[src/inc/mbs_regs.svh]
// Code points, limits and CRC constants of the serial slave query checker.
`ifndef MBS_REGS_SVH
`define MBS_REGS_SVH
`define MBS_FC_READ      8'h03
`define MBS_FC_WSINGLE   8'h06
`define MBS_FC_DIAG      8'h08
`define MBS_FC_WMULTI    8'h10
`define MBS_FC_EXC_FLAG  8'h80
`define MBS_EXC_NONE     8'h00
`define MBS_EXC_FUNC     8'h01
`define MBS_EXC_ADDR     8'h02
`define MBS_EXC_DATA     8'h03
`define MBS_EXC_SLAVE    8'h04
`define MBS_CE_ADDR      8'h88
`define MBS_CE_SESSION   8'h89
`define MBS_CE_NVM       8'h8a
`define MBS_CE_RANGE     8'h8c
`define MBS_CE_DISABLED  8'h8d
`define MBS_ADDR_MAX     16'h1fff
`define MBS_ADDR_END     17'h02000
`define MBS_MAX_REGS     16
`define MBS_LEN_FIXED    9'h006
`define MBS_LEN_MULTI    9'h007
`define MBS_LEN_SAT      9'h1ff
`define MBS_CRC_PRESET   16'hffff
`define MBS_CRC_POLY     16'ha001
`define MBS_QHDR_BYTES   7
`endif

[src/inc/mbs_pkg.sv]
// Types shared by the serial slave query checker.
package mbs_pkg;
  typedef enum logic [3:0] {
    S_RX    = 4'h0,
    S_CHECK = 4'h1,
    S_EXC   = 4'h2,
    S_RHDR  = 4'h3,
    S_FETCH = 4'h4,
    S_WAIT  = 4'h5,
    S_HI    = 4'h6,
    S_LO    = 4'h7,
    S_CRCL  = 4'h8,
    S_CRCH  = 4'h9
  } mbs_state_e;
  typedef struct packed {
    logic [7:0] data;
    logic       last;
  } mbs_byte_s;
endpackage

[src/logic/mbs_slave.sv]
// Query checker, exception responder and holding-register reader of the serial slave.
// How it works
// Unsupported function code gets exception 01h.
// Diagnosis query with sub-function other than 00h gets exception 01h.
// Start address outside 0000h..1FFFh gets exception 02h.
// Start address plus count reaching 2000h gets exception 02h.
// Register count zero or above the limit gets exception 03h.
// Byte count not twice the register count gets exception 03h.
// Query length wrong for its function gets exception 03h.
// Invalid data address also logs communication error 88h.
// Active tool or operator session gives exception 04h, logs 89h.
// Memory work, internal busy or memory alarm gives 04h, logs 8Ah.
// Write value outside setting range gives 04h, logs 8Ch.
// Execution disabled gives 04h, logs 8Dh.
// Function 03h returns up to 16 registers of 16 bits.
// Registers are fetched and sent in ascending address order.
// Master sends address and count high byte first, check low first.
// Read reply echoes address and function, then byte count twice count.
// Registers go high byte first; check value goes low byte first.
// Master reads both halves of a 32-bit value in one request.
// Exception reply is function plus 80h, code byte, then check value.
// Check is CRC-16, preset FFFFh, right shifts, polynomial A001h.
// Checks run function, address, data, then slave state; first wins.
`timescale 1ns/1ps
`include "mbs_regs.svh"
module mbs_slave #(
  parameter int unsigned MAX_REGS = `MBS_MAX_REGS
) (
  input  wire logic               clock,
  input  wire logic               arst_n,
  input  wire logic               rx_valid,
  output logic                    rx_ready,
  input  wire mbs_pkg::mbs_byte_s rx_byte,
  output logic                    tx_valid,
  input  wire logic               tx_ready,
  output mbs_pkg::mbs_byte_s      tx_byte,
  output logic                    rd_req,
  output logic [15:0]             rd_addr,
  input  wire logic               rd_ack,
  input  wire logic [15:0]        rd_data,
  input  wire logic               tool_session,
  input  wire logic               nvm_busy,
  input  wire logic               internal_busy_output,
  input  wire logic               mem_alarm,
  input  wire logic               write_value_bad,
  input  wire logic               exec_disabled,
  output logic                    err_valid,
  output logic [7:0]              err_code,
  output logic                    fwd_valid
);

  function automatic logic [15:0] crc_byte(input logic [15:0] crc, input logic [7:0] b);
    logic [15:0] c;
    c = crc ^ {8'h00, b};
    for (int i = 0; i < 8; i++) begin
      c = c[0] ? ((c >> 1) ^ `MBS_CRC_POLY) : (c >> 1);
    end
    return c;
  endfunction

  function automatic logic fc_supported(input logic [7:0] fc);
    return fc == `MBS_FC_READ || fc == `MBS_FC_WSINGLE || fc == `MBS_FC_DIAG
        || fc == `MBS_FC_WMULTI;
  endfunction

  mbs_pkg::mbs_state_e state_reg;
  mbs_pkg::mbs_state_e state_next;
  logic [7:0]          q_mem [0:`MBS_QHDR_BYTES-1];
  logic [8:0]          len_reg;
  logic [1:0]          idx_reg;
  logic [15:0]         crc_reg;
  logic [7:0]          exc_reg;
  logic [4:0]          done_reg;
  logic [15:0]         rd_hold_reg;
  logic                rd_req_reg;
  logic [15:0]         rd_addr_reg;
  logic                err_valid_reg;
  logic [7:0]          err_code_reg;
  logic                fwd_valid_reg;
  logic                rx_ready_reg;
  mbs_pkg::mbs_byte_s  head_reg;
  mbs_pkg::mbs_byte_s  tail_reg;
  logic                head_v_reg;
  logic                tail_v_reg;

  // Query field decode; the bytes past the header only matter for length.
  wire logic [7:0]  func_w   = q_mem[1];
  wire logic [15:0] addr_w   = {q_mem[2], q_mem[3]};
  wire logic [15:0] cnt_w    = {q_mem[4], q_mem[5]};
  wire logic [7:0]  bcnt_w   = q_mem[6];
  wire logic        is_read  = func_w == `MBS_FC_READ;
  wire logic        is_wmul  = func_w == `MBS_FC_WMULTI;
  wire logic        is_multi = is_read | is_wmul;
  wire logic        is_write = is_wmul | (func_w == `MBS_FC_WSINGLE);
  wire logic        is_diag  = func_w == `MBS_FC_DIAG;
  wire logic [16:0] end_w    = {1'b0, addr_w} + {1'b0, cnt_w};
  wire logic [8:0]  exp_len  = is_wmul ? `MBS_LEN_MULTI + {1'b0, bcnt_w} : `MBS_LEN_FIXED;

  wire logic func_bad = !fc_supported(func_w)
                      | (is_diag & (addr_w != 16'h0000));
  wire logic addr_bad = !is_diag & ((addr_w > `MBS_ADDR_MAX)
                      | (is_multi & (end_w >= `MBS_ADDR_END)));
  wire logic cnt_bad  = is_multi & ((cnt_w == 16'h0000) | (cnt_w > 16'(MAX_REGS)));
  wire logic bcnt_bad = is_wmul & ({8'h00, bcnt_w} != {cnt_w[14:0], 1'b0});
  wire logic len_bad  = len_reg != exp_len;
  wire logic data_bad = cnt_bad | bcnt_bad | len_bad;

  // Slave-state causes, highest first.
  wire logic [7:0] state_err = tool_session ? `MBS_CE_SESSION
    : (nvm_busy | internal_busy_output | mem_alarm) ? `MBS_CE_NVM
    : (is_write & write_value_bad) ? `MBS_CE_RANGE
    : exec_disabled ? `MBS_CE_DISABLED
    : `MBS_EXC_NONE;

  wire logic [7:0] exc_w = func_bad ? `MBS_EXC_FUNC
    : addr_bad ? `MBS_EXC_ADDR
    : data_bad ? `MBS_EXC_DATA
    : (state_err != `MBS_EXC_NONE) ? `MBS_EXC_SLAVE
    : `MBS_EXC_NONE;
  wire logic [7:0] log_w = (exc_w == `MBS_EXC_ADDR) ? `MBS_CE_ADDR
    : (exc_w == `MBS_EXC_SLAVE) ? state_err : `MBS_EXC_NONE;

  // Reply byte generation.
  wire logic in_exc   = state_reg == mbs_pkg::S_EXC;
  wire logic in_crc   = (state_reg == mbs_pkg::S_CRCL) | (state_reg == mbs_pkg::S_CRCH);
  wire logic emitting = in_exc | in_crc | (state_reg == mbs_pkg::S_RHDR)
                      | (state_reg == mbs_pkg::S_HI) | (state_reg == mbs_pkg::S_LO);
  wire logic buf_rdy  = !tail_v_reg;
  wire logic push_w   = emitting & buf_rdy;
  wire logic hdr_end  = idx_reg == 2'd2;
  wire logic last_w   = {11'h000, done_reg} + 16'h0001 == cnt_w;
  wire logic [7:0] hdr_w = (idx_reg == 2'd0) ? q_mem[0]
    : (idx_reg == 2'd1) ? (in_exc ? func_w | `MBS_FC_EXC_FLAG : func_w)
    : (in_exc ? exc_reg : {cnt_w[6:0], 1'b0});
  wire logic [7:0] push_data = (state_reg == mbs_pkg::S_HI) ? rd_hold_reg[15:8]
    : (state_reg == mbs_pkg::S_LO) ? rd_hold_reg[7:0]
    : (state_reg == mbs_pkg::S_CRCL) ? crc_reg[7:0]
    : (state_reg == mbs_pkg::S_CRCH) ? crc_reg[15:8]
    : hdr_w;
  wire mbs_pkg::mbs_byte_s push_byte = '{data: push_data,
                                         last: state_reg == mbs_pkg::S_CRCH};
  wire logic rx_take = (state_reg == mbs_pkg::S_RX) & rx_valid & rx_ready_reg;
  wire logic pop_w   = head_v_reg & tx_ready;

  always_comb begin
    state_next = state_reg;
    unique case (state_reg)
      mbs_pkg::S_RX: begin
        if (rx_take && rx_byte.last) begin
          state_next = mbs_pkg::S_CHECK;
        end
      end
      mbs_pkg::S_CHECK: begin
        if (exc_w != `MBS_EXC_NONE) begin
          state_next = mbs_pkg::S_EXC;
        end else if (is_read) begin
          state_next = mbs_pkg::S_RHDR;
        end else begin
          state_next = mbs_pkg::S_RX;
        end
      end
      mbs_pkg::S_EXC: begin
        if (push_w && hdr_end) begin
          state_next = mbs_pkg::S_CRCL;
        end
      end
      mbs_pkg::S_RHDR: begin
        if (push_w && hdr_end) begin
          state_next = mbs_pkg::S_FETCH;
        end
      end
      mbs_pkg::S_FETCH: state_next = mbs_pkg::S_WAIT;
      mbs_pkg::S_WAIT: state_next = rd_ack ? mbs_pkg::S_HI : state_reg;
      mbs_pkg::S_HI:   state_next = push_w ? mbs_pkg::S_LO : state_reg;
      mbs_pkg::S_LO: begin
        if (push_w) begin
          state_next = last_w ? mbs_pkg::S_CRCL : mbs_pkg::S_FETCH;
        end
      end
      mbs_pkg::S_CRCL: state_next = push_w ? mbs_pkg::S_CRCH : state_reg;
      mbs_pkg::S_CRCH: state_next = push_w ? mbs_pkg::S_RX : state_reg;
      default: state_next = mbs_pkg::S_RX;
    endcase
  end

  always_ff @(posedge clock or negedge arst_n) begin
    if (!arst_n) begin
      state_reg    <= mbs_pkg::S_RX;
      rx_ready_reg <= 1'b0;
    end else begin
      state_reg    <= state_next;
      rx_ready_reg <= state_next == mbs_pkg::S_RX;
    end
  end

  // Only the header bytes are kept; longer frames are just counted.
  always_ff @(posedge clock or negedge arst_n) begin
    if (!arst_n) begin
      for (int i = 0; i < `MBS_QHDR_BYTES; i++) begin
        q_mem[i] <= 8'h00;
      end
      len_reg <= 9'h000;
    end else if (state_reg == mbs_pkg::S_CHECK) begin
      len_reg <= 9'h000;
    end else if (rx_take) begin
      if (len_reg < 9'(`MBS_QHDR_BYTES)) begin
        q_mem[len_reg[2:0]] <= rx_byte.data;
      end
      if (len_reg != `MBS_LEN_SAT) begin
        len_reg <= len_reg + 9'h001;
      end
    end
  end

  always_ff @(posedge clock or negedge arst_n) begin
    if (!arst_n) begin
      idx_reg <= 2'd0;
      crc_reg <= `MBS_CRC_PRESET;
      exc_reg <= `MBS_EXC_NONE;
    end else if (state_reg == mbs_pkg::S_CHECK) begin
      idx_reg <= 2'd0;
      crc_reg <= `MBS_CRC_PRESET;
      exc_reg <= exc_w;
    end else if (push_w) begin
      idx_reg <= hdr_end ? 2'd0 : idx_reg + 2'd1;
      crc_reg <= in_crc ? crc_reg : crc_byte(crc_reg, push_data);
    end
  end

  always_ff @(posedge clock or negedge arst_n) begin
    if (!arst_n) begin
      err_valid_reg <= 1'b0;
      err_code_reg  <= 8'h00;
      fwd_valid_reg <= 1'b0;
    end else begin
      err_valid_reg <= (state_reg == mbs_pkg::S_CHECK) & (log_w != `MBS_EXC_NONE);
      err_code_reg  <= (state_reg == mbs_pkg::S_CHECK) ? log_w : err_code_reg;
      fwd_valid_reg <= (state_reg == mbs_pkg::S_CHECK) & (exc_w == `MBS_EXC_NONE) & !is_read;
    end
  end

  // One fetch per register, addresses rising from the start address.
  always_ff @(posedge clock or negedge arst_n) begin
    if (!arst_n) begin
      done_reg    <= 5'd0;
      rd_req_reg  <= 1'b0;
      rd_addr_reg <= 16'h0000;
      rd_hold_reg <= 16'h0000;
    end else begin
      rd_req_reg <= state_reg == mbs_pkg::S_FETCH;
      if (state_reg == mbs_pkg::S_CHECK) begin
        done_reg <= 5'd0;
      end else if (push_w && state_reg == mbs_pkg::S_LO) begin
        done_reg <= done_reg + 5'd1;
      end
      if (state_reg == mbs_pkg::S_FETCH) begin
        rd_addr_reg <= addr_w + {11'h000, done_reg};
      end
      if (state_reg == mbs_pkg::S_WAIT && rd_ack) begin
        rd_hold_reg <= rd_data;
      end
    end
  end

  // Two-entry buffer: a stalled receiver holds the reply without losing a byte.
  always_ff @(posedge clock or negedge arst_n) begin
    if (!arst_n) begin
      head_reg   <= '0;
      tail_reg   <= '0;
      head_v_reg <= 1'b0;
      tail_v_reg <= 1'b0;
    end else if (pop_w) begin
      head_reg   <= tail_v_reg ? tail_reg : push_byte;
      head_v_reg <= tail_v_reg | push_w;
      tail_v_reg <= 1'b0;
    end else if (push_w) begin
      if (head_v_reg) begin
        tail_reg   <= push_byte;
        tail_v_reg <= 1'b1;
      end else begin
        head_reg   <= push_byte;
        head_v_reg <= 1'b1;
      end
    end
  end

  assign rx_ready  = rx_ready_reg;
  assign tx_valid  = head_v_reg;
  assign tx_byte   = head_reg;
  assign rd_req    = rd_req_reg;
  assign rd_addr   = rd_addr_reg;
  assign err_valid = err_valid_reg;
  assign err_code  = err_code_reg;
  assign fwd_valid = fwd_valid_reg;

  wire logic chk = state_reg == mbs_pkg::S_CHECK;
endmodule

[config.mk]
export PLATFORM = sky130hd
export DESIGN_NAME = mbs_slave
export DESIGN_NICKNAME = d
export VERILOG_FILES = /design/src/inc/mbs_pkg.sv /design/src/logic/mbs_slave.sv
export VERILOG_INCLUDE_DIRS = /design/src /design/src/inc
export SDC_FILE = /design/constraint.sdc
export NUM_CORES = 1
export LEC_CHECK = 0
export BUFFER_PORTS_ARGS = -buffer_cell sky130_fd_sc_hd__buf_2
export CAP_MARGIN = 20
export CORE_MARGIN = 10
export CORE_UTILIZATION = 45
export CTS_BUF_LIST = sky130_fd_sc_hd__clkbuf_2
export CTS_CLUSTER_DIAMETER = 60
export DETAILED_ROUTE_END_ITERATION = 8
export PLACE_DENSITY = 0.65
export SLEW_MARGIN = 10
export SYNTH_ARGS = -nofsm -noshare
export SYNTH_HDL_FRONTEND = slang
export SYNTH_SLANG_ARGS = --single-unit
export TNS_END_PERCENT = 20
[constraint.sdc]
create_clock -name clock -period 2.82 [get_ports clock]
set_input_delay 0.423 -clock clock [delete_from_list [all_inputs] [get_ports clock]]
set_output_delay 0.423 -clock clock [all_outputs]
set_load 0.03 [all_outputs]
==> After elaboration in Yosys (flattened, before gate mapping) <==
Index checks and enable logic that the tools add are counted.
{ "totals": {"word_cells": 197, "out_inout_bits": 38, "input_bits": 36, "regBits": 164} }
{ "classes": {"n_bitwise": 40, "n_reduce_logical": 33, "n_eq_ne": 23, "n_addsub": 7, "n_mux": 62, "n_lt_le_gt_ge": 6} }
{ "ops": {"columns": ["operator", "n"], "rows": [
  ["$mux W16", 11],
  ["$mux W8", 15],
  ["$mux W9", 8],
  ["$bwmux W56", 1],
  ["$pmux W4 S10", 1],
  ["$mux W4", 9],
  ["$demux W8 S3", 1],
  ["$not A2 Y3", 8],
  ["$reduce_bool A8 Y1", 3],
  ["$add A16 B16 Y17", 1],
  ["$ge A17 B14 Y1 const B", 1],
  ["$add A16 B5 Y16", 1],
  ["$eq A4 B3 Y1 const B", 4],
  ["$eq A6 B16 Y1", 1],
  ["$gt A16 B13 Y1 const B", 1],
  ["$gt A16 B5 Y1 const B", 1],
  ["$logic_not A16 Y1", 1],
  ["$ne A8 B16 Y1", 1],
  ["$reduce_bool A16 Y1", 1],
  ["$xor A16 B8 Y16", 1],
  ["$or A1 B1 Y1", 15],
  ["$and A1 B1 Y1", 13],
  ["$mux W3", 4],
  ["$reduce_bool A2 Y1", 6],
  ["35 further kinds", 62]
]} }

==> Longest topological paths before layout <==
Gate-level depths: netlist (run 1).
{ "logic_depth": {"ltp_word": 28, "mapped_depth": 12, "mapped_depth_nobuf": 12} }

==> Worst setup path after synthesis (run 1) <==
No wires, ideal clock.
{ "synth_path": {"kind": "register to register", "start": "reg state_reg[2]", "end": "reg crc_reg[0]", "path_slack_ns": 0.074, "arrival_time_ns": 2.648, "n_path_buf": 1, "path_stages_with_launch": 11, "setup_time_ns": 0.098, "required_ns": 2.722, "synth_period_minus_slack_ns": 2.746, "cell_sequence": "dfrtp_1 buf_6 or4b_4 a32o_1 o22ai_4 xnor2_4 xor2_2 xnor3_2 xnor2_2 xnor2_1 a21oi_1"} }
{ "synth_between": {"elab_chain_len": 21, "word_cells_on_any_way": 43} }
{ "synth_lines": {"columns": ["element", "line", "source"], "rows": [
  ["start: declaration", "mbs_slave.sv:66", "mbs_pkg::mbs_state_e state_reg;"],
  ["start signal: assignment", "mbs_slave.sv:188", "state_reg <= mbs_pkg::S_RX;"],
  ["start signal: assignment", "mbs_slave.sv:191", "state_reg <= state_next;"],
  ["$eq A4 B2 Y1", "mbs_slave.sv:124", "wire logic in_exc = state_reg == mbs_pkg::S_EXC;"],
  ["$mux W8, on equally long branches", "mbs_slave.sv:134, mbs_slave.sv:133", null],
  ["$mux W8", "mbs_slave.sv:133", ": (idx_reg == 2'd1) ? (in_exc ? func_w | `MBS_FC_EXC_FLAG : func_w)"],
  ["$mux W8", "mbs_slave.sv:132", "wire logic [7:0] hdr_w = (idx_reg == 2'd0) ? q_mem[0]"],
  ["$mux W8", "mbs_slave.sv:138", ": (state_reg == mbs_pkg::S_CRCH) ? crc_reg[15:8]"],
  ["$mux W8", "mbs_slave.sv:137", ": (state_reg == mbs_pkg::S_CRCL) ? crc_reg[7:0]"],
  ["$mux W8", "mbs_slave.sv:136", ": (state_reg == mbs_pkg::S_LO) ? rd_hold_reg[7:0]"],
  ["$mux W8", "mbs_slave.sv:135", "wire logic [7:0] push_data = (state_reg == mbs_pkg::S_HI) ? rd_hold_reg[15:8]"],
  ["$xor A16 B8 Y16", "mbs_slave.sv:54", "c = crc ^ {8'h00, b};"],
  ["$mux W16 / $not A2 Y3 (equally long branches) (6 in series)", null, null],
  ["$not A2 Y3 (no source line) / $mux W16 (equally long branches)", null, null],
  ["$mux W16 (2 in series)", "mbs_slave.sv:56", "c = c[0] ? ((c >> 1) ^ `MBS_CRC_POLY) : (c >> 1);"],
  ["$mux W16", "mbs_slave.sv:226", "crc_reg <= in_crc ? crc_reg : crc_byte(crc_reg, push_data);"],
  ["$mux W16", "mbs_slave.sv:224", "end else if (push_w) begin"],
  ["$mux W16", "mbs_slave.sv:220", "end else if (state_reg == mbs_pkg::S_CHECK) begin"],
  ["end signal: assignment", "mbs_slave.sv:218", "crc_reg <= `MBS_CRC_PRESET;"],
  ["end signal: assignment", "mbs_slave.sv:222", "crc_reg <= `MBS_CRC_PRESET;"],
  ["end signal: assignment", "mbs_slave.sv:226", null],
  ["end: declaration", "mbs_slave.sv:71", "logic [15:0] crc_reg;"]
]} }
Several ways; a longest one is shown, not always the timed one. The select of a mux whose other input is x is not followed.
A chain may end at the register's enable or synchronous reset.

==> Worst setup path after layout (run 1) <==
Same ends and word-level chain as after synthesis.

==> qor.yml, run 1 <==
final_min_period_over_clock_period_pct: 100
floorplan.core_area_mm2: 0.0190
setup.worst_path.end_class: "flip-flop"
reg2reg_from: "state_reg[2]"
reg2reg_to: "crc_reg[0]"
timing.max_slew.rel_slack_pct: 54.4
cts.path.max_buffers: 2
crit_path_frequent_cell: "sky130_fd_sc_hd__xnor2_1"
maxCapViolations: 0
final.setup.worst_slack_ns: -0.000481
synth.lib_cells_used.distinct: 82
post_drt_wl_per_cell_um: 17.9
setup.reg_to_reg.worst_slack_ns: -0.0005
postSynthCellCount: 854
routabilityCongestion: 0.887
async_flop_share_pct: 100
crit_arrival_ns: 3.51
rsz0062_at_grt: "true"
vias: 7162
worstPathMaxFanout: 10
placement.io_buffers: 70
drt_drc_violations_left: 0
worst_ir_drop_vdd_v: 0.000805
clock_pin_slew_worst_setup_and_hold_paths_ns: 0.26
crit_buf_inv: 1
fin_skew_ns: 0.0367
die_h_um: 160
post_synth_main_area_contributors: "sky130_fd_sc_hd__dfrtp_1, sky130_fd_sc_hd__mux2_2, sky130_fd_sc_hd__dfstp_2, sky130_fd_sc_hd__nand2_1, sky130_fd_sc_hd__ha_1"
netlist.area_leader.share_pct: 39.7
syn_area_mm2: 0.00877
layout.nets: 1103
hpwl_mm: 16.9
status: "finished, violations left"
max_slew.worst_pin.slew_ns: 0.677
violations: "setup timing"
post_synth_edffs: 0
postRouteWirelength_mm: 23.5
fp.dieW_um: 160
grt_antenna_before_repair: 1
vias_in_the_first_global_route: 6996
finish.cell_count_without_fillers: 1315
synth_top_area_cell: "sky130_fd_sc_hd__dfrtp_1"
area_delta_synth_final_pct: 23.5
cts_inserted_buffers: 17
synth-main-ff-cell: "sky130_fd_sc_hd__dfrtp_1"
residual_overflow_from_global_routing: 0
critPathRequiredTime_ns: 3.51
flip_flop_and_latch_count_after_synthesis: 155
r2r_cells: 10
critical-path-top-delay-family: "XOR/XNOR gates"
global_route.usage.total_pct: 18.0
floorplan.die_area_mm2: 0.0255
floorplan.initialDensity_pct: 46.3
layout-drive-gt1-share_pct: 34.9
fmax_mhz: 355
fin_crit_ns: 2.82
syn_area_per_cell_um2: 10.3
placementRows: 50
synth.most_common_cell: "sky130_fd_sc_hd__dfrtp_1"
cp-start-kind: "flip-flop"
grt_pass1_wl_mm: 37.7
detail_route.first_pass.iterations: 5
cellPowerDensity_mw_per_mm2: 968
finalSetupViolations: 1
io-pin-count: 74
worstSkewPairLatency_ns: 0.76
drtIter0Drc: 569
timing.critical_path.slowest_stage_cell: "sky130_fd_sc_hd__dfrtp_2"
slowest_delay_ns: 0.51
drv_slew: 0
route.antenna.remaining_nets: 0
ys_top_cells_by_count: "sky130_fd_sc_hd__dfrtp_1, sky130_fd_sc_hd__nand2_1, sky130_fd_sc_hd__mux2_2"
hold_end: "bcnt_w[4]"
cts_num_sinks: 155
cell_breakdown_of_the_critical_path: "or3b_4, buf_8, o211a_2, a211oi_2, xnor2_1, xnor3_1, xnor3_2, xnor2_2, xnor2_1, a21oi_1"
cts_root_buffer: "sky130_fd_sc_hd__clkbuf_2"
ctsHtreeMaxLevel: 4
worstHoldPathType: "in2reg"
placed_cells_incl_taps: 1234
p_leak_nw: 5.22
holdCritStartpoint: "rx_byte[5]"
drt-vias-per-instance: 5.45
tritoncts: "done"
yosys_warnings: 0
dp_worst_setup_slack_ns: -0.0181
grt_max_degree: 63
synth.yosys.seq_area_share_pct: 44.5
hold_viol_final: 0
critPathKind: "reg2reg"
hold_depth: 2
-- final cells by class --
cell class,instances,area [um2]
multi-input combinational,650,4840
sequential,155,3910
inverter,13,48.8
fill,1667,8130
antenna,2,5.00
tap,260,325
clock buffer,17,85.1
timing repair buffer,203,1440
clock inverter,15,175
-- power breakdown --
group	leakage, nW	internal, mW	switching (mW)
combinational	3.04	2.85	2.84
sequential	2.03	2.90	0.524
clock	0.148	0.443	0.916
total	5.22	6.20	4.28
-- worst max path at each step --
stage,from,end,cells after the start
4_1_cts,state_reg[2],crc_reg[0],10
3_5_place_dp,bcnt_w[1],err_code[0],11
5_1_grt,state_reg[2],crc_reg[0],10
6_report,state_reg[2],crc_reg[0],10
2_1_floorplan,state_reg[2],crc_reg[0],10
3_3_place_gp,addr_w[0],err_code[3],12
-- worst register-to-register path: stages, from the launching register on --
cell and delay [ns]:
sky130_fd_sc_hd__dfrtp_2 0.51, sky130_fd_sc_hd__or3b_4 0.40, sky130_fd_sc_hd__buf_8 0.15, sky130_fd_sc_hd__o211a_2 0.12, sky130_fd_sc_hd__a211oi_2 0.28, sky130_fd_sc_hd__xnor2_1 0.18, sky130_fd_sc_hd__xnor3_1 0.25, sky130_fd_sc_hd__xnor3_2 0.43
sky130_fd_sc_hd__xnor2_2 0.16, sky130_fd_sc_hd__xnor2_1 0.14, sky130_fd_sc_hd__a21oi_1 0.12
-- layer usage --
metal  share of wire (%)  GRT usage [%]
met1                  49           25.5
met2                  45           26.7
met3                 4.8           4.18
met4                 1.9           5.69
met5                   0              0
-- cells in the final DEF (no fill, tap or decap), types with 17 or more instances in the layout --
master	n
sky130_fd_sc_hd__a21oi_1	33
sky130_fd_sc_hd__buf_2	69
sky130_fd_sc_hd__buf_4	104
sky130_fd_sc_hd__clkbuf_2	17
sky130_fd_sc_hd__dfrtp_1	133
sky130_fd_sc_hd__dlygate4sd3_1	27
sky130_fd_sc_hd__ha_1	23
sky130_fd_sc_hd__mux2_2	74
sky130_fd_sc_hd__mux2i_1	18
sky130_fd_sc_hd__nand2_1	94
sky130_fd_sc_hd__nand3_1	19
sky130_fd_sc_hd__nor2_1	55
sky130_fd_sc_hd__o21ai_0	60
sky130_fd_sc_hd__xnor2_1	32
sky130_fd_sc_hd__xor2_1	21
-- cell families (layout without fill, tap and decap cells) --
family | Yosys count | after routing | share of synthesized area, %
XOR/XNOR | 63 | 63 | 7.51
AND/OR/NAND/NOR | 292 | 292 | 17.0
other | 1 | 5 | 0.0428
adder cells (fa/ha/maj) | 27 | 27 | 4.02
flip-flops | 155 | 155 | 44.5
AO/OA/AOI/OAI | 171 | 171 | 12.5
buffers and inverters | 51 | 248 | 2.73
multiplexers | 94 | 94 | 11.8
-- through the flow --
stage	area [um2]	hold WS [ns]	util [%]	power [mW]	setup TNS [ns]
global placement	9930	0.456	52.4	8.74	-0.147
CTS	10500	0.00520	55.3	10.3	-0.0586
floorplan	8780	0.127	-	7.35	0
global route	10800	0.0154	57.1	11.2	-0.188
detailed placement	9930	0.457	52.4	8.81	-0.0358
finish	10800	0.0960	57.1	10.5	-0.000481
-- timing repair --
action	CTS	global route
pin swaps	2	20
setup endpoints to repair	6	47
resized for setup	4	47
setup buffers	2	17
hold buffers	26	1
endpoints found under the hold margin	87	2
No activity file was read; power rests on OpenSTA's default activity.
==> run 2, diff against run 1 <==
--- a/config.mk
+++ b/config.mk
@@ -6,7 +6,7 @@
 export SDC_FILE = /design/constraint.sdc
 export NUM_CORES = 1
 export LEC_CHECK = 0
-export BUFFER_PORTS_ARGS = -buffer_cell sky130_fd_sc_hd__buf_2
+export BUFFER_PORTS_ARGS = -buffer_cell sky130_fd_sc_hd__clkbuf_2
 export CAP_MARGIN = 20
 export CORE_MARGIN = 10
 export CORE_UTILIZATION = 45
==> run 2 against run 1 <==
The flow still finishes with violations (setup timing). Non-clock buffer count down 18. Final area fell by 2.2%. Clock skew fell by 0.0018 ns. Setup slack worse by 0.039 ns. Final cell count shrank 1.4%. Critical path depth unchanged. Via count fell by 1.9%. Critical path type unchanged. Die area unchanged. Count of clock-buffer cells in the layout stayed put.
==> qor.yml, run 2 (synthesis gave the netlist of run 1 again) <==
finalSetupViolations: 2  # was 1
layout-drive-gt1-share_pct: 32.1  # was 34.9%
drt-vias-per-instance: 5.42  # was 5.45
reg2reg_from: "state_reg[2]"  # unchanged
hold_viol_final: 0  # unchanged
floorplan.core_area_mm2: 0.0190  # unchanged
max_slew.worst_pin.slew_ns: 0.678  # was 0.677 ns
drtIter0Drc: 383  # was 569
residual_overflow_from_global_routing: 0  # unchanged
drv_slew: 0  # unchanged
post_drt_wl_per_cell_um: 17.6  # was 17.9 um
postRouteWirelength_mm: 22.8  # was 23.5 mm
floorplan.initialDensity_pct: 46.3  # unchanged
route.layer.met1.wl_mm: 11.0  # was 11.4 mm
final.setup.worst_slack_ns: -0.0393  # was -0.000481 ns
worstSkewPairLatency_ns: 0.76  # about the same
worst_ir_drop_vdd_v: 0.000748  # was 0.000805 V
clock_pin_slew_worst_setup_and_hold_paths_ns: 0.23  # was 0.26 ns
layout.nets: 1085  # was 1103
combinationalPowerShare_pct: 54.2  # was 54.3%
final_min_period_over_clock_period_pct: 101  # was 100%
dp_worst_setup_slack_ns: -0.0741  # was -0.0181 ns
p_sw_mw: 4.16  # was 4.28 mW
routed-wl-met2_mm: 10.3  # was 10.5 mm
critPathRequiredTime_ns: 3.50  # was 3.51 ns
maxCapViolations: 0  # unchanged
met3_wirelength_mm: 1.21  # was 1.13 mm
fp.dieW_um: 160  # unchanged
hold_end: "bcnt_w[1]"  # was bcnt_w[4]
clock_power_share_pct: 11.9  # was 13.0%
fmax_mhz: 350  # was 355 MHz
rsz0062_at_grt: "true"  # unchanged
grt_antenna_before_repair: 1  # unchanged
crit_arrival_ns: 3.54  # was 3.51 ns
hpwl_mm: 16.7  # was 16.9 mm
vias_in_the_first_global_route: 6965  # was 6996
hold_depth: 3  # was 2
ctsHtreeMaxLevel: 4  # unchanged
die_h_um: 160  # unchanged
grt_max_degree: 69  # was 63
share_seq_of_total_power_pct: 33.9  # was 32.7%
cp-start-kind: "flip-flop"  # unchanged
hold-worst-slack_ns: 0.0895  # was 0.0960 ns
p_leak_nw: 5.10  # was 5.22 nW
cts_inserted_buffers: 17  # unchanged
route.antenna.remaining_nets: 0  # unchanged
io-pin-count: 74  # unchanged
vias: 7026  # was 7162
floorplan.die_area_mm2: 0.0255  # unchanged
setup.reg_to_reg.worst_slack_ns: -0.04  # was -0.0005 ns
worstPathMaxFanout: 11  # was 10
area_delta_synth_final_pct: 20.8  # was 23.5%
drt_drc_violations_left: 0  # unchanged
fin_crit_ns: 2.86  # was 2.82 ns
final_cell_mix: "sky130_fd_sc_hd__dfrtp_1, sky130_fd_sc_hd__nand2_1, sky130_fd_sc_hd__buf_4"  # was sky130_fd_sc_hd__dfrtp_1, sky130_fd_sc_hd__buf_4, sky130_fd_sc_hd__nand2_1
placementRows: 50  # unchanged
tritoncts: "done"  # unchanged
cts.path.max_buffers: 2  # unchanged
cellPowerDensity_mw_per_mm2: 955  # was 968 mW/mm2
cts_num_sinks: 155  # unchanged
internal_portion_of_total_power_mw: 5.95  # was 6.20 mW
reg2reg_to: "crc_reg[0]"  # unchanged
placement.io_buffers: 70  # unchanged
timing.max_slew.rel_slack_pct: 54.6  # was 54.4%
holdCritStartpoint: "rx_byte[2]"  # was rx_byte[5]
routabilityCongestion: 0.893  # was 0.887
fin_skew_ns: 0.0349  # was 0.0367 ns
cts_root_buffer: "sky130_fd_sc_hd__clkbuf_2"  # unchanged
highest_layer: "met4"  # unchanged
worstHoldPathType: "in2reg"  # unchanged
grt_pass1_wl_mm: 37.6  # was 37.7 mm
global_route.usage.total_pct: 18.0  # about the same
power_switching_share_pct: 41.1  # was 40.8%
detail_route.first_pass.iterations: 5  # unchanged
r2r_cells: 10  # unchanged
most_common_cell_after_layout_fill_and_taps_aside: "sky130_fd_sc_hd__dfrtp_1"  # unchanged
setup.worst_path.end_class: "flip-flop"  # unchanged
fillers: 1710  # was 1667
violations: "setup timing"  # unchanged
status: "finished, violations left"  # unchanged
critPathKind: "reg2reg"  # unchanged
run 2: cell type report:
cell class	count	area, um2	area share [%]
diodes	1	2.50	0.0236
clock buffers	17	85.1	0.803
clock inverters	15	143	1.35
inverters	13	48.8	0.461
multi-input cells	650	4780	45.2
flip-flops and latches	155	3900	36.8
well taps	260	325	3.07
repair buffers	185	1300	12.3
run 2: stage by stage:
stage | utilization (%) | total power [mW] | TNS [ns] | instance area [um2] | cells
after floorplan | - | 7.35 | 0 | 8780 | 856
after global routing | 55.9 | 10.8 | -0.784 | 10600 | 1296
after CTS | 55.1 | 10.1 | -0.0913 | 10400 | 1291
after detailed placement | 52.4 | 8.82 | -0.235 | 9920 | 1233
final | 55.9 | 10.1 | -0.0496 | 10600 | 1296
after global placement | 52.4 | 8.74 | -0.210 | 9920 | 1233
run 2: worst max-delay path, stage by stage (launching register included):
cell	delay, ns
sky130_fd_sc_hd__dfrtp_2	0.50
sky130_fd_sc_hd__or3b_1	0.42
sky130_fd_sc_hd__buf_4	0.20
sky130_fd_sc_hd__o211a_1	0.15
sky130_fd_sc_hd__a211oi_4	0.29
sky130_fd_sc_hd__xnor2_2	0.19
sky130_fd_sc_hd__xor2_2	0.21
sky130_fd_sc_hd__xnor3_2	0.40
sky130_fd_sc_hd__xnor2_2	0.17
sky130_fd_sc_hd__xnor2_1	0.13
sky130_fd_sc_hd__a21oi_1	0.14
run 2: worst max-delay path by stage:
stage / start / end / slack (ns) / cells after the start
after floorplan: state_reg[2] / crc_reg[0] / 0.07 / 10
after global placement: addr_w[0] / err_code[3] / -0.08 / 12
after detailed placement: addr_w[0] / err_code[3] / -0.07 / 12
after CTS: state_reg[2] / crc_reg[0] / -0.06 / 10
after global routing: state_reg[2] / crc_reg[0] / -0.17 / 10
final: state_reg[2] / crc_reg[0] / -0.04 / 10
run 2: power groups by stage:
| stage | sequential (mW) | combinational, mW | clock (mW) |
|---|---|---|---|
| after floorplan | 3.47 | 3.88 | 0 |
| after global placement | 3.44 | 5.30 | 0 |
| after detailed placement | 3.47 | 5.35 | 0 |
| after CTS | 3.42 | 5.42 | 1.24 |
| after global routing | 3.51 | 5.99 | 1.33 |
| final | 3.43 | 5.48 | 1.20 |
run 2: metal layers:
| layer | vias up | global-route usage, % |
|---|---|---|
| li1 | 3404 | - |
| met5 | - | 0 |
| met3 | 21 | 3.54 |
| met2 | 189 | 26.7 |
| met4 | 0 | 5.43 |
| met1 | 3412 | 25.9 |
run 2: timing repair:
action | in CTS | in global routing
hold endpoints to repair | 77 | 1
endpoints found under the setup margin | 7 | 14
pin swaps | 1 | 7
resized for setup | 7 | 22
hold buffers | 25 | 1
buffers inserted | 1 | 2
==> run 3, diff against run 2 <==
--- a/config.mk
+++ b/config.mk
@@ -8,12 +8,14 @@
 export LEC_CHECK = 0
 export BUFFER_PORTS_ARGS = -buffer_cell sky130_fd_sc_hd__clkbuf_2
 export CAP_MARGIN = 20
+export CELL_PAD_IN_SITES_DETAIL_PLACEMENT = 0
+export CELL_PAD_IN_SITES_GLOBAL_PLACEMENT = 2
 export CORE_MARGIN = 10
-export CORE_UTILIZATION = 45
+export CORE_UTILIZATION = 37
 export CTS_BUF_LIST = sky130_fd_sc_hd__clkbuf_2
 export CTS_CLUSTER_DIAMETER = 60
 export DETAILED_ROUTE_END_ITERATION = 8
-export PLACE_DENSITY = 0.65
+export PLACE_DENSITY_LB_ADDON = 0.1
 export SLEW_MARGIN = 10
 export SYNTH_ARGS = -nofsm -noshare
 export SYNTH_HDL_FRONTEND = slang
==> run 3 against run 2 <==
The run now ends clean. Clock skew up 0.011 ns. Non-clock buffer count up 36. Die area up 19%. Final area up 4.8%. Worst hold slack worse by 0.0079 ns. Critical path type unchanged.
==> qor.yml, run 3 (synthesis gave the netlist of run 1 again) <==
status: "completed"  # was finished, violations left
max_slew.worst_pin.slew_ns: 0.671  # was 0.678 ns
floorplan.core_area_mm2: 0.0234  # was 0.0190 mm2
finalSetupViolations: 0  # was 2
slowest_delay_ns: 0.47  # was 0.50 ns
stdcell_area_mm2: 0.0111  # was 0.0106 mm2
grt_pass1_wl_mm: 41.4  # was 37.6 mm
fp.dieW_um: 174  # was 160 um
detail_route.first_pass.iterations: 5  # unchanged
clock_pin_slew_worst_setup_and_hold_paths_ns: 0.24  # was 0.23 ns
hold_depth: 3  # unchanged
hpwl_mm: 19.3  # was 16.7 mm
placement.io_buffers: 70  # unchanged
timing.critical_path.slowest_stage_cell: "sky130_fd_sc_hd__dfrtp_2"  # unchanged
fillers: 2270  # was 1710
sequential_cell_area_mm2: 0.00391  # was 0.00390 mm2
layout-drive-gt1-share_pct: 36.3  # was 32.1%
multi_input_gate_area_in_the_final_layout_mm2: 0.00488  # was 0.00478 mm2
setup.reg_to_reg.worst_slack_ns: 0.03  # was -0.04 ns
worstPathMaxFanout: 4  # was 11
final_cell_mix: "sky130_fd_sc_hd__dfrtp_1, sky130_fd_sc_hd__buf_4, sky130_fd_sc_hd__nand2_1"  # was sky130_fd_sc_hd__dfrtp_1, sky130_fd_sc_hd__nand2_1, sky130_fd_sc_hd__buf_4
cp-start-kind: "flip-flop"  # unchanged
cts_num_sinks: 155  # unchanged
cellPowerDensity_mw_per_mm2: 995  # was 955 mW/mm2
floorplan.die_area_mm2: 0.0303  # was 0.0255 mm2
worstSkewPairLatency_ns: 0.74  # was 0.76 ns
hold_end: "bcnt_w[6]"  # was bcnt_w[1]
area_delta_synth_final_pct: 26.6  # was 20.8%
finish.cell_count_without_fillers: 1391  # was 1296
postRouteWirelength_mm: 25.9  # was 22.8 mm
worstHoldPathType: "in2reg"  # unchanged
critPathRequiredTime_ns: 3.44  # was 3.50 ns
holdCritStartpoint: "rx_byte[7]"  # was rx_byte[2]
fmax_mhz: 358  # was 350 MHz
final_min_period_over_clock_period_pct: 99.0  # was 101%
reg2reg_from: "addr_w[1]"  # was state_reg[2]
cell_breakdown_of_the_critical_path: "buf_4, fa_2, a21oi_2, o21bai_1, a21o_1, a221o_1, a21o_1, a21oi_4, a21oi_4, o31a_1, or2_1"  # was or3b_1, buf_4, o211a_1, a211oi_4, xnor2_2, xor2_2, xnor3_2, xnor2_2, xnor2_1, a21oi_1
most_common_cell_after_layout_fill_and_taps_aside: "sky130_fd_sc_hd__dfrtp_1"  # unchanged
crit_arrival_ns: 3.41  # was 3.54 ns
reg2reg_to: "state_reg[1]"  # was crc_reg[0]
cts_root_buffer: "sky130_fd_sc_hd__clkbuf_2"  # unchanged
cts_inserted_buffers: 17  # unchanged
placementRows: 56  # was 50
routabilityCongestion: 0.891  # was 0.893
critPathKind: "reg2reg"  # unchanged
setup.worst_path.end_class: "flip-flop"  # unchanged
hold_viol_final: 0  # unchanged
grt_antenna_before_repair: 1  # unchanged
timing.setup.tns_ns: 0  # was -0.0496 ns
global_route.usage.total_pct: 17.1  # was 18.0%
route.antenna.remaining_nets: 0  # unchanged
tritoncts: "done"  # unchanged
post_drt_wl_per_cell_um: 18.6  # was 17.6 um
io-pin-count: 74  # unchanged
p_leak_nw: 5.31  # was 5.10 nW
die_h_um: 174  # was 160 um
cts.path.max_buffers: 2  # unchanged
drt_drc_violations_left: 0  # unchanged
fin_skew_ns: 0.0456  # was 0.0349 ns
drv_slew: 0  # unchanged
drt-vias-per-instance: 5.12  # was 5.42
vias_in_the_first_global_route: 7280  # was 6965
worst_ir_drop_vdd_v: 0.00102  # was 0.000748 V
layout.nets: 1121  # was 1085
fin_crit_ns: 2.79  # was 2.86 ns
rsz0062_at_grt: "true"  # unchanged
dpl-instance-area_mm2: 0.0101  # was 0.00992 mm2
r2r_cells: 11  # was 10
vias: 7121  # was 7026
ctsHtreeMaxLevel: 4  # unchanged
drtIter0Drc: 512  # was 383
timing.max_slew.rel_slack_pct: 54.9  # was 54.6%
maxCapViolations: 0  # unchanged
placed_cells_incl_taps: 1305  # was 1233
floorplan.initialDensity_pct: 37.5  # was 46.3%
residual_overflow_from_global_routing: 0  # unchanged
grt_max_degree: 73  # was 69
[run 3: worst max-delay path: cells and delay by family, from the launching register on]
| kind | cells | cell delay (ns) |
|---|---|---|
| and+or+nand+nor | 1 | 0.21 |
| AOI/OAI and AO/OA | 8 | 1.47 |
| DFF | 1 | 0.47 |
| buffers and inverters | 1 | 0.15 |
| adders and majority gates | 1 | 0.38 |
[run 3: layer usage]
| metal | track usage (%) | up-vias | routed length, um |
|---|---|---|---|
| met5 | 0 | - | 0 |
| met4 | 2.81 | 0 | 151 |
| met3 | 3.19 | 14 | 934 |
| met2 | 27.5 | 132 | 12300 |
| met1 | 23.8 | 3498 | 12500 |
| li1 | - | 3477 | - |
[run 3: worst max-delay path by stage]
stage / from / endpoint / slack [ns] / cells after the start
after global placement: addr_w[0] / state_reg[1] / -0.02 / 11
final: addr_w[1] / state_reg[1] / 0.03 / 11
after floorplan: state_reg[2] / crc_reg[0] / 0.07 / 10
after global routing: state_reg[3] / crc_reg[0] / -0.1 / 10
after detailed placement: addr_w[0] / state_reg[1] / -0.06 / 11
after CTS: state_reg[2] / crc_reg[0] / -0.01 / 10
[run 3: timing repair]
| item | in CTS | in global routing |
|---|---|---|
| pin swaps | 12 | 20 |
| resized for setup | 15 | 46 |
| setup endpoints to repair | 9 | 66 |
| hold buffers | 25 | 0 |
| buffers inserted | 10 | 17 |
| cloned | 0 | 0 |
| endpoints found under the hold margin | 73 | 0 |
[run 3: final cells by class]
class / instances / share of cell area, %
multi-input cells: 650 / 44.0
flip-flops and latches: 155 / 35.2
repair buffers: 221 / 14.4
well taps: 319 / 3.60
clock inverters: 13 / 1.50
clock buffers: 19 / 0.857
inverters: 13 / 0.440
diodes: 1 / 0.0225
[run 3: where the power goes]
group          leakage [nW]  internal, mW  switching, mW
Sequential             2.03          2.90          0.524
Clock                 0.141         0.506          0.868
Combinational          3.14          3.18           3.07
Total                  5.31          6.58           4.46
[run 3: metrics by stage]
stage	hold slack [ns]	power (mW)	setup WS [ns]	util, %
after floorplan	0.127	7.35	0.0744	-
after global placement	0.405	9.02	-0.0220	43.2
after detailed placement	0.416	9.10	-0.0588	43.2
after CTS	0.0247	10.7	-0.0137	46.0
after global routing	0.00799	11.9	-0.0993	47.4
final	0.0816	11.0	0.0268	47.4
